`src/hdl/flash_guard_pkg.sv`:
```
// constants and shared types of the flash access guard
// assumes a 16-bit cpu data path and word-aligned AXI4-Lite register access
package flash_guard_pkg;

	// ----------------------------------------------------------------
	// register map: printed indices, byte address is four times each
	// ----------------------------------------------------------------
	localparam int AXI_ADDR_W = 12;
	localparam logic [11:0] IDX_CTL_ONE = 12'h128;
	localparam logic [11:0] IDX_CTL_TWO = 12'h12A;
	localparam logic [11:0] IDX_CTL_THREE = 12'h12C;
	localparam logic [11:0] IDX_IRQ_EN = 12'h12E;
	localparam logic [11:0] ADDR_CTL_ONE = 12'(IDX_CTL_ONE << 2);
	localparam logic [11:0] ADDR_CTL_TWO = 12'(IDX_CTL_TWO << 2);
	localparam logic [11:0] ADDR_CTL_THREE = 12'(IDX_CTL_THREE << 2);
	localparam logic [11:0] ADDR_IRQ_EN = 12'(IDX_IRQ_EN << 2);

	// ----------------------------------------------------------------
	// passwords, reset values, opcode
	// ----------------------------------------------------------------
	localparam logic [7:0] WRITE_PASSWORD = 8'hA5;
	localparam logic [7:0] READ_PASSWORD = 8'h96;
	localparam logic [7:0] RST_CTL_ONE = 8'h00;
	localparam logic [7:0] RST_CTL_TWO = 8'h42;
	localparam logic [15:0] JMP_SELF_OPCODE = 16'h3FFF;
	localparam logic [7:0] CTL_ONE_MASK = 8'hDE;

	// ----------------------------------------------------------------
	// field positions
	// ----------------------------------------------------------------
	localparam int B1_ERASE = 1;
	localparam int B1_MASS = 2;
	localparam int B1_ERASE_IRQ = 3;
	localparam int B1_IRQ_EXIT = 4;
	localparam int B1_WRITE = 6;
	localparam int B1_BLK = 7;
	localparam int B3_BUSY = 0;
	localparam int B3_KEY_FLAG = 1;
	localparam int B3_ACCV = 2;
	localparam int B3_WAIT = 3;
	localparam int B3_LOCK = 4;
	localparam int B3_EXIT = 5;
	localparam int B3_LOCKA = 6;
	localparam int B3_FAIL = 7;
	localparam int BIE_ACC_IRQ = 0;

	// ----------------------------------------------------------------
	// timing in flash timing clock ticks
	// ----------------------------------------------------------------
	localparam int PROG_TICKS = 30;
	localparam int BLOCK_WORD_TICKS = 30;
	localparam int SEG_TICKS = 32;
	localparam int ERASE_TICKS_DEFAULT = 4800;

	localparam logic [1:0] RESP_OKAY = 2'h0;
	localparam logic [1:0] RESP_SLVERR = 2'h2;

	typedef enum logic [1:0] {
		ACC_READ = 2'h0,
		ACC_WRITE = 2'h1,
		ACC_FETCH = 2'h2
	} access_kind_e;

	typedef enum logic [5:0] {
		S_IDLE = 6'b000001,
		S_BYTE = 6'b000010,
		S_ERASE = 6'b000100,
		S_SUSP = 6'b001000,
		S_BLK_WAIT = 6'b010000,
		S_BLK_PROG = 6'b100000
	} guard_state_e;

endpackage

```
`src/hdl/flash_access_guard.sv`:
```
// flash access guard: control registers, op sequencer, cpu access policing
// assumes one 20 MHz clock, cpu access strobes on that clock, flash array outside
//
// The register offsets and register access over AXI4-Lite were left to the implementer.
`timescale 1ns/1ps
module flash_access_guard
	import flash_guard_pkg::*;
#(
	parameter int ERASE_TICKS = ERASE_TICKS_DEFAULT
)(
	input wire logic aclk,
	input wire logic aresetn,
	input wire logic [flash_guard_pkg::AXI_ADDR_W-1:0] awaddr,
	input wire logic awvalid,
	output logic awready,
	input wire logic [31:0] wdata,
	input wire logic [3:0] wstrb,
	input wire logic wvalid,
	output logic wready,
	output logic [1:0] bresp,
	output logic bvalid,
	input wire logic bready,
	input wire logic [flash_guard_pkg::AXI_ADDR_W-1:0] araddr,
	input wire logic arvalid,
	output logic arready,
	output logic [31:0] rdata,
	output logic [1:0] rresp,
	output logic rvalid,
	input wire logic rready,
	input wire logic cpu_req,
	input wire flash_guard_pkg::access_kind_e cpu_kind,
	input wire logic [15:0] cpu_addr,
	input wire logic [15:0] cpu_wdata,
	input wire logic exec_from_flash,
	output logic cpu_rvalid,
	output logic [15:0] cpu_rdata,
	input wire logic [15:0] mem_rdata,
	output logic arr_we,
	output logic arr_erase,
	output logic arr_mass,
	output logic [15:0] arr_addr,
	output logic [15:0] arr_wdata,
	input wire logic irq_pending,
	input wire logic isr_active,
	input wire logic global_interrupt_enable,
	output logic busy,
	output logic irq_mask,
	output logic nmi_req,
	output logic power_up_clear_reset
);
	import flash_guard_pkg::*;

	typedef struct packed {
		guard_state_e st;
		logic [7:0] ctl_one;
		logic [7:0] ctl_two;
		logic lock;
		logic locka;
		logic halt;
		logic acc_flag;
		logic key_flag;
		logic fail;
		logic acc_ie;
		logic from_flash;
		logic [5:0] div_cnt;
		logic [15:0] op_cnt;
		logic [4:0] seg_cnt;
		logic aw_got;
		logic [11:0] aw_addr;
		logic w_got;
		logic [31:0] w_data;
		logic [3:0] w_strb;
		logic bvalid;
		logic [1:0] bresp;
		logic rvalid;
		logic [1:0] rresp;
		logic [31:0] rdata;
		logic cpu_rvalid;
		logic [15:0] cpu_rdata;
		logic arr_we;
		logic arr_erase;
		logic arr_mass;
		logic [15:0] arr_addr;
		logic [15:0] arr_wdata;
		logic sys_rst;
	} guard_s;

	guard_s q;
	guard_s d;
	logic tick;
	logic busy_norm;
	logic have_aw;
	logic have_w;
	logic wr_go;
	logic [11:0] wr_addr;
	logic [31:0] wr_data;
	logic [3:0] wr_strb;
	logic bad_key;
	logic map_ok;

	// ----------------------------------------------------------------
	// outputs
	// ----------------------------------------------------------------
	assign awready = !q.aw_got && !q.bvalid;
	assign wready = !q.w_got && !q.bvalid;
	assign arready = !q.rvalid;
	assign bvalid = q.bvalid;
	assign bresp = q.bresp;
	assign rvalid = q.rvalid;
	assign rresp = q.rresp;
	assign rdata = q.rdata;
	assign cpu_rvalid = q.cpu_rvalid;
	assign cpu_rdata = q.cpu_rdata;
	assign arr_we = q.arr_we;
	assign arr_erase = q.arr_erase;
	assign arr_mass = q.arr_mass;
	assign arr_addr = q.arr_addr;
	assign arr_wdata = q.arr_wdata;
	assign power_up_clear_reset = q.sys_rst;
	// busy spans every state but idle
	assign busy = (q.st != S_IDLE);
	assign busy_norm = (q.st == S_BYTE) || (q.st == S_ERASE);
	// mask whole op unless irq exit is set; interruptible erase stays masked between boundaries
	assign irq_mask = busy && !q.ctl_one[B1_IRQ_EXIT]
		&& (!q.ctl_one[B1_ERASE_IRQ] || (q.st == S_ERASE));
	assign nmi_req = q.acc_flag && q.acc_ie;

	// ----------------------------------------------------------------
	// bus write joining
	// ----------------------------------------------------------------
	assign have_aw = q.aw_got || (awvalid && awready);
	assign have_w = q.w_got || (wvalid && wready);
	assign wr_go = have_aw && have_w && !q.bvalid;
	assign wr_addr = q.aw_got ? q.aw_addr : {awaddr[11:2], 2'b00};
	assign wr_data = q.w_got ? q.w_data : wdata;
	assign wr_strb = q.w_got ? q.w_strb : wstrb;
	assign map_ok = (wr_addr == ADDR_CTL_ONE) || (wr_addr == ADDR_CTL_TWO)
		|| (wr_addr == ADDR_CTL_THREE) || (wr_addr == ADDR_IRQ_EN);
	assign bad_key = wr_data[15:8] != WRITE_PASSWORD;
	assign tick = (q.div_cnt == q.ctl_two[5:0]);

	always_comb
	begin
		logic acc_set;
		logic lock_set;
		logic fail_set;
		logic [11:0] ra;
		acc_set = 1'b0;
		lock_set = 1'b0;
		fail_set = 1'b0;
		ra = {araddr[11:2], 2'b00};
		d = q;
		d.sys_rst = 1'b0;
		d.arr_we = 1'b0;
		d.arr_erase = 1'b0;
		d.cpu_rvalid = 1'b0;
		// flash timing clock as an enable; divider from control two
		d.div_cnt = tick ? 6'h00 : q.div_cnt + 6'h01;

		// ------------------------------------------------------------
		// operation sequencer
		// ------------------------------------------------------------
		case (q.st)
			S_BYTE:
				if (tick)
				begin
					d.op_cnt = q.op_cnt + 16'h0001;
					if (q.op_cnt == 16'(PROG_TICKS - 1))
					begin
						d.st = S_IDLE;
						d.op_cnt = 16'h0000;
					end
				end
			S_BLK_PROG:
				if (tick)
				begin
					d.op_cnt = q.op_cnt + 16'h0001;
					// word done, next may be written
					if (q.op_cnt == 16'(BLOCK_WORD_TICKS - 1))
					begin
						d.st = S_BLK_WAIT;
						d.op_cnt = 16'h0000;
					end
				end
			S_ERASE:
				if (tick)
				begin
					d.op_cnt = q.op_cnt + 16'h0001;
					d.seg_cnt = q.seg_cnt + 5'h01;
					if (q.op_cnt == 16'(ERASE_TICKS - 1))
					begin
						d.st = S_IDLE;
						d.op_cnt = 16'h0000;
						d.ctl_one[B1_ERASE] = 1'b0;
						d.ctl_one[B1_MASS] = 1'b0;
					end
					// suspend only at the 32-tick boundary
					else if (q.seg_cnt == 5'(SEG_TICKS - 1) && irq_pending
						&& q.ctl_one[B1_ERASE_IRQ] && !q.ctl_one[B1_IRQ_EXIT]
						&& global_interrupt_enable && !q.ctl_one[B1_MASS])
						d.st = S_SUSP;
				end
			S_SUSP:
				// resume gives a full 32-tick window before next stop
				if (!irq_pending && !isr_active)
				begin
					d.st = S_ERASE;
					d.seg_cnt = 5'h00;
				end
			default:
				d.op_cnt = q.op_cnt;
		endcase

		if (busy && q.st != S_SUSP && q.ctl_one[B1_IRQ_EXIT]
			&& global_interrupt_enable && irq_pending)
		begin
			d.st = S_IDLE;
			fail_set = 1'b1;
			d.op_cnt = 16'h0000;
		end

		// ------------------------------------------------------------
		// cpu flash accesses
		// ------------------------------------------------------------
		if (cpu_req)
		begin
			d.cpu_rvalid = 1'b1;
			d.cpu_rdata = mem_rdata;
			if (q.st == S_IDLE)
			begin
				if (cpu_kind == ACC_WRITE)
				begin
					if (q.lock || q.halt)
						acc_set = 1'b1;
					else if (q.ctl_one[B1_ERASE] || q.ctl_one[B1_MASS])
					begin
						d.st = S_ERASE;
						d.arr_erase = 1'b1;
						d.arr_mass = q.ctl_one[B1_MASS];
						d.arr_addr = cpu_addr;
						d.op_cnt = 16'h0000;
						d.seg_cnt = 5'h00;
						d.from_flash = exec_from_flash;
					end
					else if (q.ctl_one[B1_WRITE])
					begin
						d.st = q.ctl_one[B1_BLK] ? S_BLK_PROG : S_BYTE;
						d.arr_we = 1'b1;
						d.arr_addr = cpu_addr;
						d.arr_wdata = cpu_wdata;
						d.op_cnt = 16'h0000;
						d.from_flash = exec_from_flash;
					end
					else
						acc_set = 1'b1;
				end
			end
			else if (q.st == S_SUSP)
			begin
				// free access while the erase is parked; writes dropped
				d.cpu_rvalid = 1'b1;
			end
			else if (busy_norm)
			begin
				// loop opcode for fetches and reads
				d.cpu_rdata = JMP_SELF_OPCODE;
				if (cpu_kind == ACC_WRITE)
					acc_set = 1'b1;
				// ram-launched op: any access is a violation
				else if (!q.from_flash)
					acc_set = 1'b1;
			end
			else if (q.st == S_BLK_PROG)
			begin
				d.cpu_rdata = JMP_SELF_OPCODE;
				acc_set = 1'b1;
				lock_set = 1'b1;
			end
			else
			begin
				d.cpu_rdata = JMP_SELF_OPCODE;
				if (cpu_kind == ACC_FETCH)
				begin
					acc_set = 1'b1;
					lock_set = 1'b1;
				end
				// accepted write programs the next word
				else if (cpu_kind == ACC_WRITE)
				begin
					d.st = S_BLK_PROG;
					d.arr_we = 1'b1;
					d.arr_addr = cpu_addr;
					d.arr_wdata = cpu_wdata;
					d.op_cnt = 16'h0000;
				end
			end
		end

		// ------------------------------------------------------------
		// AXI4-Lite write channel
		// ------------------------------------------------------------
		if (q.bvalid && bready)
			d.bvalid = 1'b0;
		if (wr_go)
		begin
			d.aw_got = 1'b0;
			d.w_got = 1'b0;
			d.bvalid = 1'b1;
			d.bresp = RESP_OKAY;
			if (!map_ok || wr_strb[1:0] != 2'b11)
				d.bresp = RESP_SLVERR;
			else if (bad_key)
			begin
				// wrong password: key flag and system reset
				d.key_flag = 1'b1;
				d.sys_rst = 1'b1;
			end
			else if (wr_addr == ADDR_CTL_ONE)
			begin
				// refuse while running or before ready
				if (busy_norm || q.st == S_BLK_PROG)
					acc_set = 1'b1;
				else
				begin
					d.ctl_one = wr_data[7:0] & CTL_ONE_MASK;
					// clearing block mode ends the block, busy drops
					if (q.st == S_BLK_WAIT && !wr_data[B1_BLK])
						d.st = S_IDLE;
				end
			end
			else if (wr_addr == ADDR_CTL_TWO)
			begin
				if (busy)
					acc_set = 1'b1;
				else
					d.ctl_two = wr_data[7:0];
			end
			else if (wr_addr == ADDR_CTL_THREE)
			begin
				d.key_flag = wr_data[B3_KEY_FLAG];
				d.acc_flag = wr_data[B3_ACCV];
				d.lock = wr_data[B3_LOCK];
				d.halt = wr_data[B3_EXIT];
				d.locka = wr_data[B3_LOCKA];
				d.fail = wr_data[B3_FAIL];
				// emergency exit overrides a start in the same cycle
				if (wr_data[B3_EXIT])
				begin
					d.st = S_IDLE;
					d.ctl_one = 8'h00;
					d.op_cnt = 16'h0000;
					// a start pulse of this cycle must not reach the array
					d.arr_we = 1'b0;
					d.arr_erase = 1'b0;
				end
			end
			else
				d.acc_ie = wr_data[BIE_ACC_IRQ];
		end
		else
		begin
			if (awvalid && awready)
			begin
				d.aw_got = 1'b1;
				d.aw_addr = {awaddr[11:2], 2'b00};
			end
			if (wvalid && wready)
			begin
				d.w_got = 1'b1;
				d.w_data = wdata;
				d.w_strb = wstrb;
			end
		end

		// ------------------------------------------------------------
		// AXI4-Lite read channel
		// ------------------------------------------------------------
		if (q.rvalid && rready)
			d.rvalid = 1'b0;
		// reads have no side effects at any time
		if (arvalid && arready)
		begin
			d.rvalid = 1'b1;
			d.rresp = RESP_OKAY;
			// read password in the upper byte
			d.rdata = {16'h0000, READ_PASSWORD, 8'h00};
			if (ra == ADDR_CTL_ONE)
				d.rdata[7:0] = q.ctl_one;
			else if (ra == ADDR_CTL_TWO)
				d.rdata[7:0] = q.ctl_two;
			else if (ra == ADDR_CTL_THREE)
				// wait low while a word or an erase is in flight
				d.rdata[7:0] = {q.fail, q.locka, q.halt, q.lock,
					!(busy_norm || q.st == S_BLK_PROG), q.acc_flag, q.key_flag, busy};
			else if (ra == ADDR_IRQ_EN)
				d.rdata = {31'h00000000, q.acc_ie};
			else
			begin
				d.rdata = 32'h00000000;
				d.rresp = RESP_SLVERR;
			end
		end

		// hardware set wins over a software clear
		d.acc_flag = d.acc_flag || acc_set;
		d.lock = d.lock || lock_set;
		// abort beats a same-cycle software clear of fail
		d.fail = d.fail || fail_set;
	end

	always_ff @(posedge aclk)
	begin
		if (!aresetn)
		begin
			q <= '0;
			q.st <= S_IDLE;
			q.ctl_one <= RST_CTL_ONE;
			q.ctl_two <= RST_CTL_TWO;
			q.lock <= 1'b1;
			q.locka <= 1'b1;
		end
		else
			q <= d;
	end
endmodule

```
`config.mk`:
```
export PLATFORM = sky130hd
export DESIGN_NAME = flash_access_guard
export DESIGN_NICKNAME = d
export VERILOG_FILES = /design/src/hdl/flash_guard_pkg.sv /design/src/hdl/flash_access_guard.sv
export SDC_FILE = /design/constraint.sdc
export NUM_CORES = 1
export LEC_CHECK = 0
export BUFFER_PORTS_ARGS = -buffer_cell sky130_fd_sc_hd__buf_2
export CAP_MARGIN = 15
export CELL_PAD_IN_SITES_DETAIL_PLACEMENT = 1
export CELL_PAD_IN_SITES_GLOBAL_PLACEMENT = 2
export CORE_UTILIZATION = 30
export DETAILED_ROUTE_END_ITERATION = 16
export PLACE_DENSITY = 0.89
export REMOVE_ABC_BUFFERS = 1
export SKIP_LAST_GASP = 1
export SLEW_MARGIN = 0
export SYNTH_ARGS = -nofsm -noshare
export SYNTH_HDL_FRONTEND = slang
export SYNTH_SLANG_ARGS = --single-unit
```
`constraint.sdc`:
```
create_clock -name aclk -period 3 [get_ports aclk]
set_input_delay 0.6 -clock aclk [delete_from_list [all_inputs] [get_ports aclk]]
set_output_delay 0.6 -clock aclk [all_outputs]
set_load 0.02 [all_outputs]
```
==> metrics.csv <==
stage,metric,value,unit
clock_tree,number of buffers inserted during clock tree synthesis,17,
place,DP HPWL,15.50,mm
setup_path,data required time of the worst path,2.40,ns
grt,number of antenna violations at the first check in global routing,2,
yosys,flip-flop and latch count after synthesis,151,
die,horizontal die dimension,160.5,um
drt,remaining antenna violation count after routing,0,
yosys,number of enable flip-flop cells after synthesis,0,
grt,Overall Global Routing Usage,0.1652,
setup_path,master of the slowest instance on the critical path,sky130_fd_sc_hd__or4_4,
final_layout,multi-input gate area in the final layout,3667,um2
place,routability congestion estimate from global placement,0.8022,
final_layout,Seq. cell area,3023,um2
yosys,leading register cell type out of synthesis,sky130_fd_sc_hd__dfxtp_1,
yosys,fraction of synthesized cell area taken by the top area cell type,0.4009,
die,initial cell density of the core,0.3083,
grt,first-pass GRT wire length,34.19,mm
timing,Achievable Freq,370.9,MHz
clock_tree,cts-stage hold buffer count,0,
drt,first drt pass iteration count,5,
yosys,fraction of registers with async set or reset after synthesis,0,
drt,via count normalized by instance count,4.896,
yosys,cell type contributing the most total cell area after synthesis,sky130_fd_sc_hd__dfxtp_1,
setup_path,endpoint class of the critical path,output pin,
grt,pin count of the biggest net entering global routing,37,
clock_tree,cts repair resizes,0,
timing,total negative slack,0,ns
run,maxcap violations,0,
place,port bufs,174,
timing,number of hold violations in the final report,0,
yosys,sequential element share of the synthesized area,0.4009,
setup_path,element type at the critical path start,flop,
yosys,number of distinct standard cells referenced by the synthesized netlist,71,
timing,worst clock skew,0.01225,ns
timing,portion of the clock cycle consumed by the worst path in the final layout,0.8988,
setup_path,Reg2Reg Setup Slack,0.44,ns
die,die area,25770,um2
timing,# setup viols final,0,
clock_tree,Clock Latency Late Sink,0.43,ns
clock_tree,count of H-tree levels built during CTS,4,
timing,RSZ-0062 raised after global routing,no,
die,standard cell core area,24460,um2
drt,final routed DRC violation total,0,
timing,final slew viol count,0,
timing,Worst slew margin,0.4393,
clock_tree,count of clock tree sinks,151,
die,Die Height,160.5,um
yosys,synthesized netlist cell count,904,
power,total power divided by cell area,540.4,nW/um2
timing,post-route worst setup slack,0.3035,ns
clock_tree,clock slew at the register clock pins of the worst setup and hold paths,0.07,ns
final_layout,synth-to-layout area growth,16.84,%
yosys,top area cells in the synthesized netlist,"sky130_fd_sc_hd__dfxtp_1 (40%), sky130_fd_sc_hd__buf_4 (8.5%), sky130_fd_sc_hd__a21oi_1 (5.8%)",
die,I/O pins,219,
timing,Worst Max-Slew Pin Slew,0.8373,ns
yosys,cell with the most instances after synthesis,sky130_fd_sc_hd__dfxtp_1,
yosys,Synthesis Warnings,0,
final_layout,Fillers,3010,
grt,vias in the first global route,6580,
clock_tree,clock tree buffer depth,2,
setup_path,data arrival time at the worst-slack endpoint,2.10,ns
drt,Routed WL per cell,15.85,um
yosys,list of most frequent post-synthesis cells,"sky130_fd_sc_hd__dfxtp_1 (151), sky130_fd_sc_hd__nand2_1 (108), sky130_fd_sc_hd__nor2_1 (90), sky130_fd_sc_hd__a21oi_1 (87), sky130_fd_sc_hd__buf_4 (85)",
clock_tree,buffer cell driving the clock tree root,sky130_fd_sc_hd__clkbuf_16,
drt,WL final,21.30,mm
setup_path,CP Max Fanout,12,
drt,DRC marker count from the first detailed-route iteration,344,
power,static leakage,0.003730,uW
clock_tree,clock tree from TritonCTS,yes,
run_status,outcome,completed,
yosys,synthesized area per cell,8.342,um2
setup_path,"Critical Path, Cell by Cell",or4_4 > nor3_4 > buf_4 > a211oi_1 > buf_2,
hold_path,kind of path behind the tightest hold check,in2reg,
power,Worst VDD drop,0.2866,mV
place,post-placement worst setup slack,0.1869,ns
setup_path,maximum single-stage delay on the critical path,0.62,ns
clock_tree,Post-CTS Repair Setup Buffers,0,
yosys,area of the mapped netlist,7541,um2
final_layout,fraction of final layout cells with drive strength greater than 1,0.2574,
final_layout,final net count,1132,
die,number of core rows,57,
drt,Via Count,6580,
timing,final critical-path required period,2.696,ns
grt,"Remaining Overflow, GRT",0,
setup_path,start-to-end type of the worst setup path,reg2out,
final_layout,Finished Cell Area,8811,um2
place,post-place instance area,8197,um2
## cell type report
cell class                 count  area share
antenna                        2   0.0005680
clock buffer                  18     0.04984
clock inverter                14     0.01931
inverter                      16    0.006816
multi-input combinational    624      0.4162
sequential                   151      0.3431
tap                          324     0.04601
timing repair buffer         195      0.1181
## where the power goes
part / switching [uW] / total (uW) / internal (uW)
Clock: 899 / 2230 / 1330
Combinational: 274 / 434 / 160
Sequential: 38.0 / 2090 / 2060
## per-stage QoR
step | util | power (uW) | instances | hold WS (ns)
finish | 0.3602 | 4761 | 1344 | 0.3555
detailed placement | 0.3351 | 2574 | 1310 | 0.4432
CTS | 0.3600 | 4825 | 1342 | 0.3381
global placement | 0.3351 | 2563 | 1310 | 0.4356
floorplan | - | 2373 | 791 | 0.4311
global route | 0.3602 | 4963 | 1344 | 0.3579
## cells by family (layout without fill, tap and decap cells)
kind of cell,after synthesis,in the layout,share of synthesized area
other,1,24,0.0004973
xor gates and xnor gates,27,27,0.03136
DFF,151,151,0.4009
AOI/OAI and AO/OA,174,174,0.1488
muxes,36,36,0.04944
adders and majority gates,5,5,0.008296
buffers and inverters,150,243,0.1233
and+or+nand+nor,360,360,0.2374
## state kept, by name (all words and copies together) (netlist names)
register,cells
arr_addr,16
rresp,1
arr_erase,1
power_up_clear_reset,1
bresp,1
arr_mass,1
rvalid,1
cpu_rvalid,1
arr_we,1
arr_wdata,16
cpu_rdata,16
q,85
rdata,9
bvalid,1
## worst max-delay path, delay by kind of cell (launching register included)
kind            cells  cell delay (ns)
flops               1             0.45
buf+inv             2             0.37
simple gates        2             0.79
compound gates      1             0.07
## per-layer routing
layer	wire, um	global-route usage	vias to the layer above
met5	0	0	-
met4	310	0.05541	0
met3	996	0.03435	24
met2	10200	0.2767	162
met1	9797	0.2101	3160
li1	-	-	3234
## cells in the final DEF (no fill, tap or decap), drive strengths merged, types with 10 or more instances in the layout
cell type,instances
a21oi,88
and2,11
and3,10
buf,195
clkbuf,18
conb,22
dfxtp,151
inv,19
mux2i,29
nand2,109
nand3,54
nand4,12
nor2,93
nor3,18
o21ai,34
xnor2,11
xor2,16
## final timing paths
| check | start | end | cells after the start |
|---|---|---|---|
| max | q[194]$_SDFF_PN0_ | irq_mask | 5 |
| min reg2reg | arr_addr[10]$_SDFFE_PN0P_ | arr_addr[10]$_SDFFE_PN0P_ | 2 |
| max reg2reg | q[194]$_SDFF_PN0_ | q[147]$_SDFF_PN0_ | 6 |
| min | rready | rvalid$_SDFFE_PN0P_ | 2 |
(Power assumes the default switching activity.)
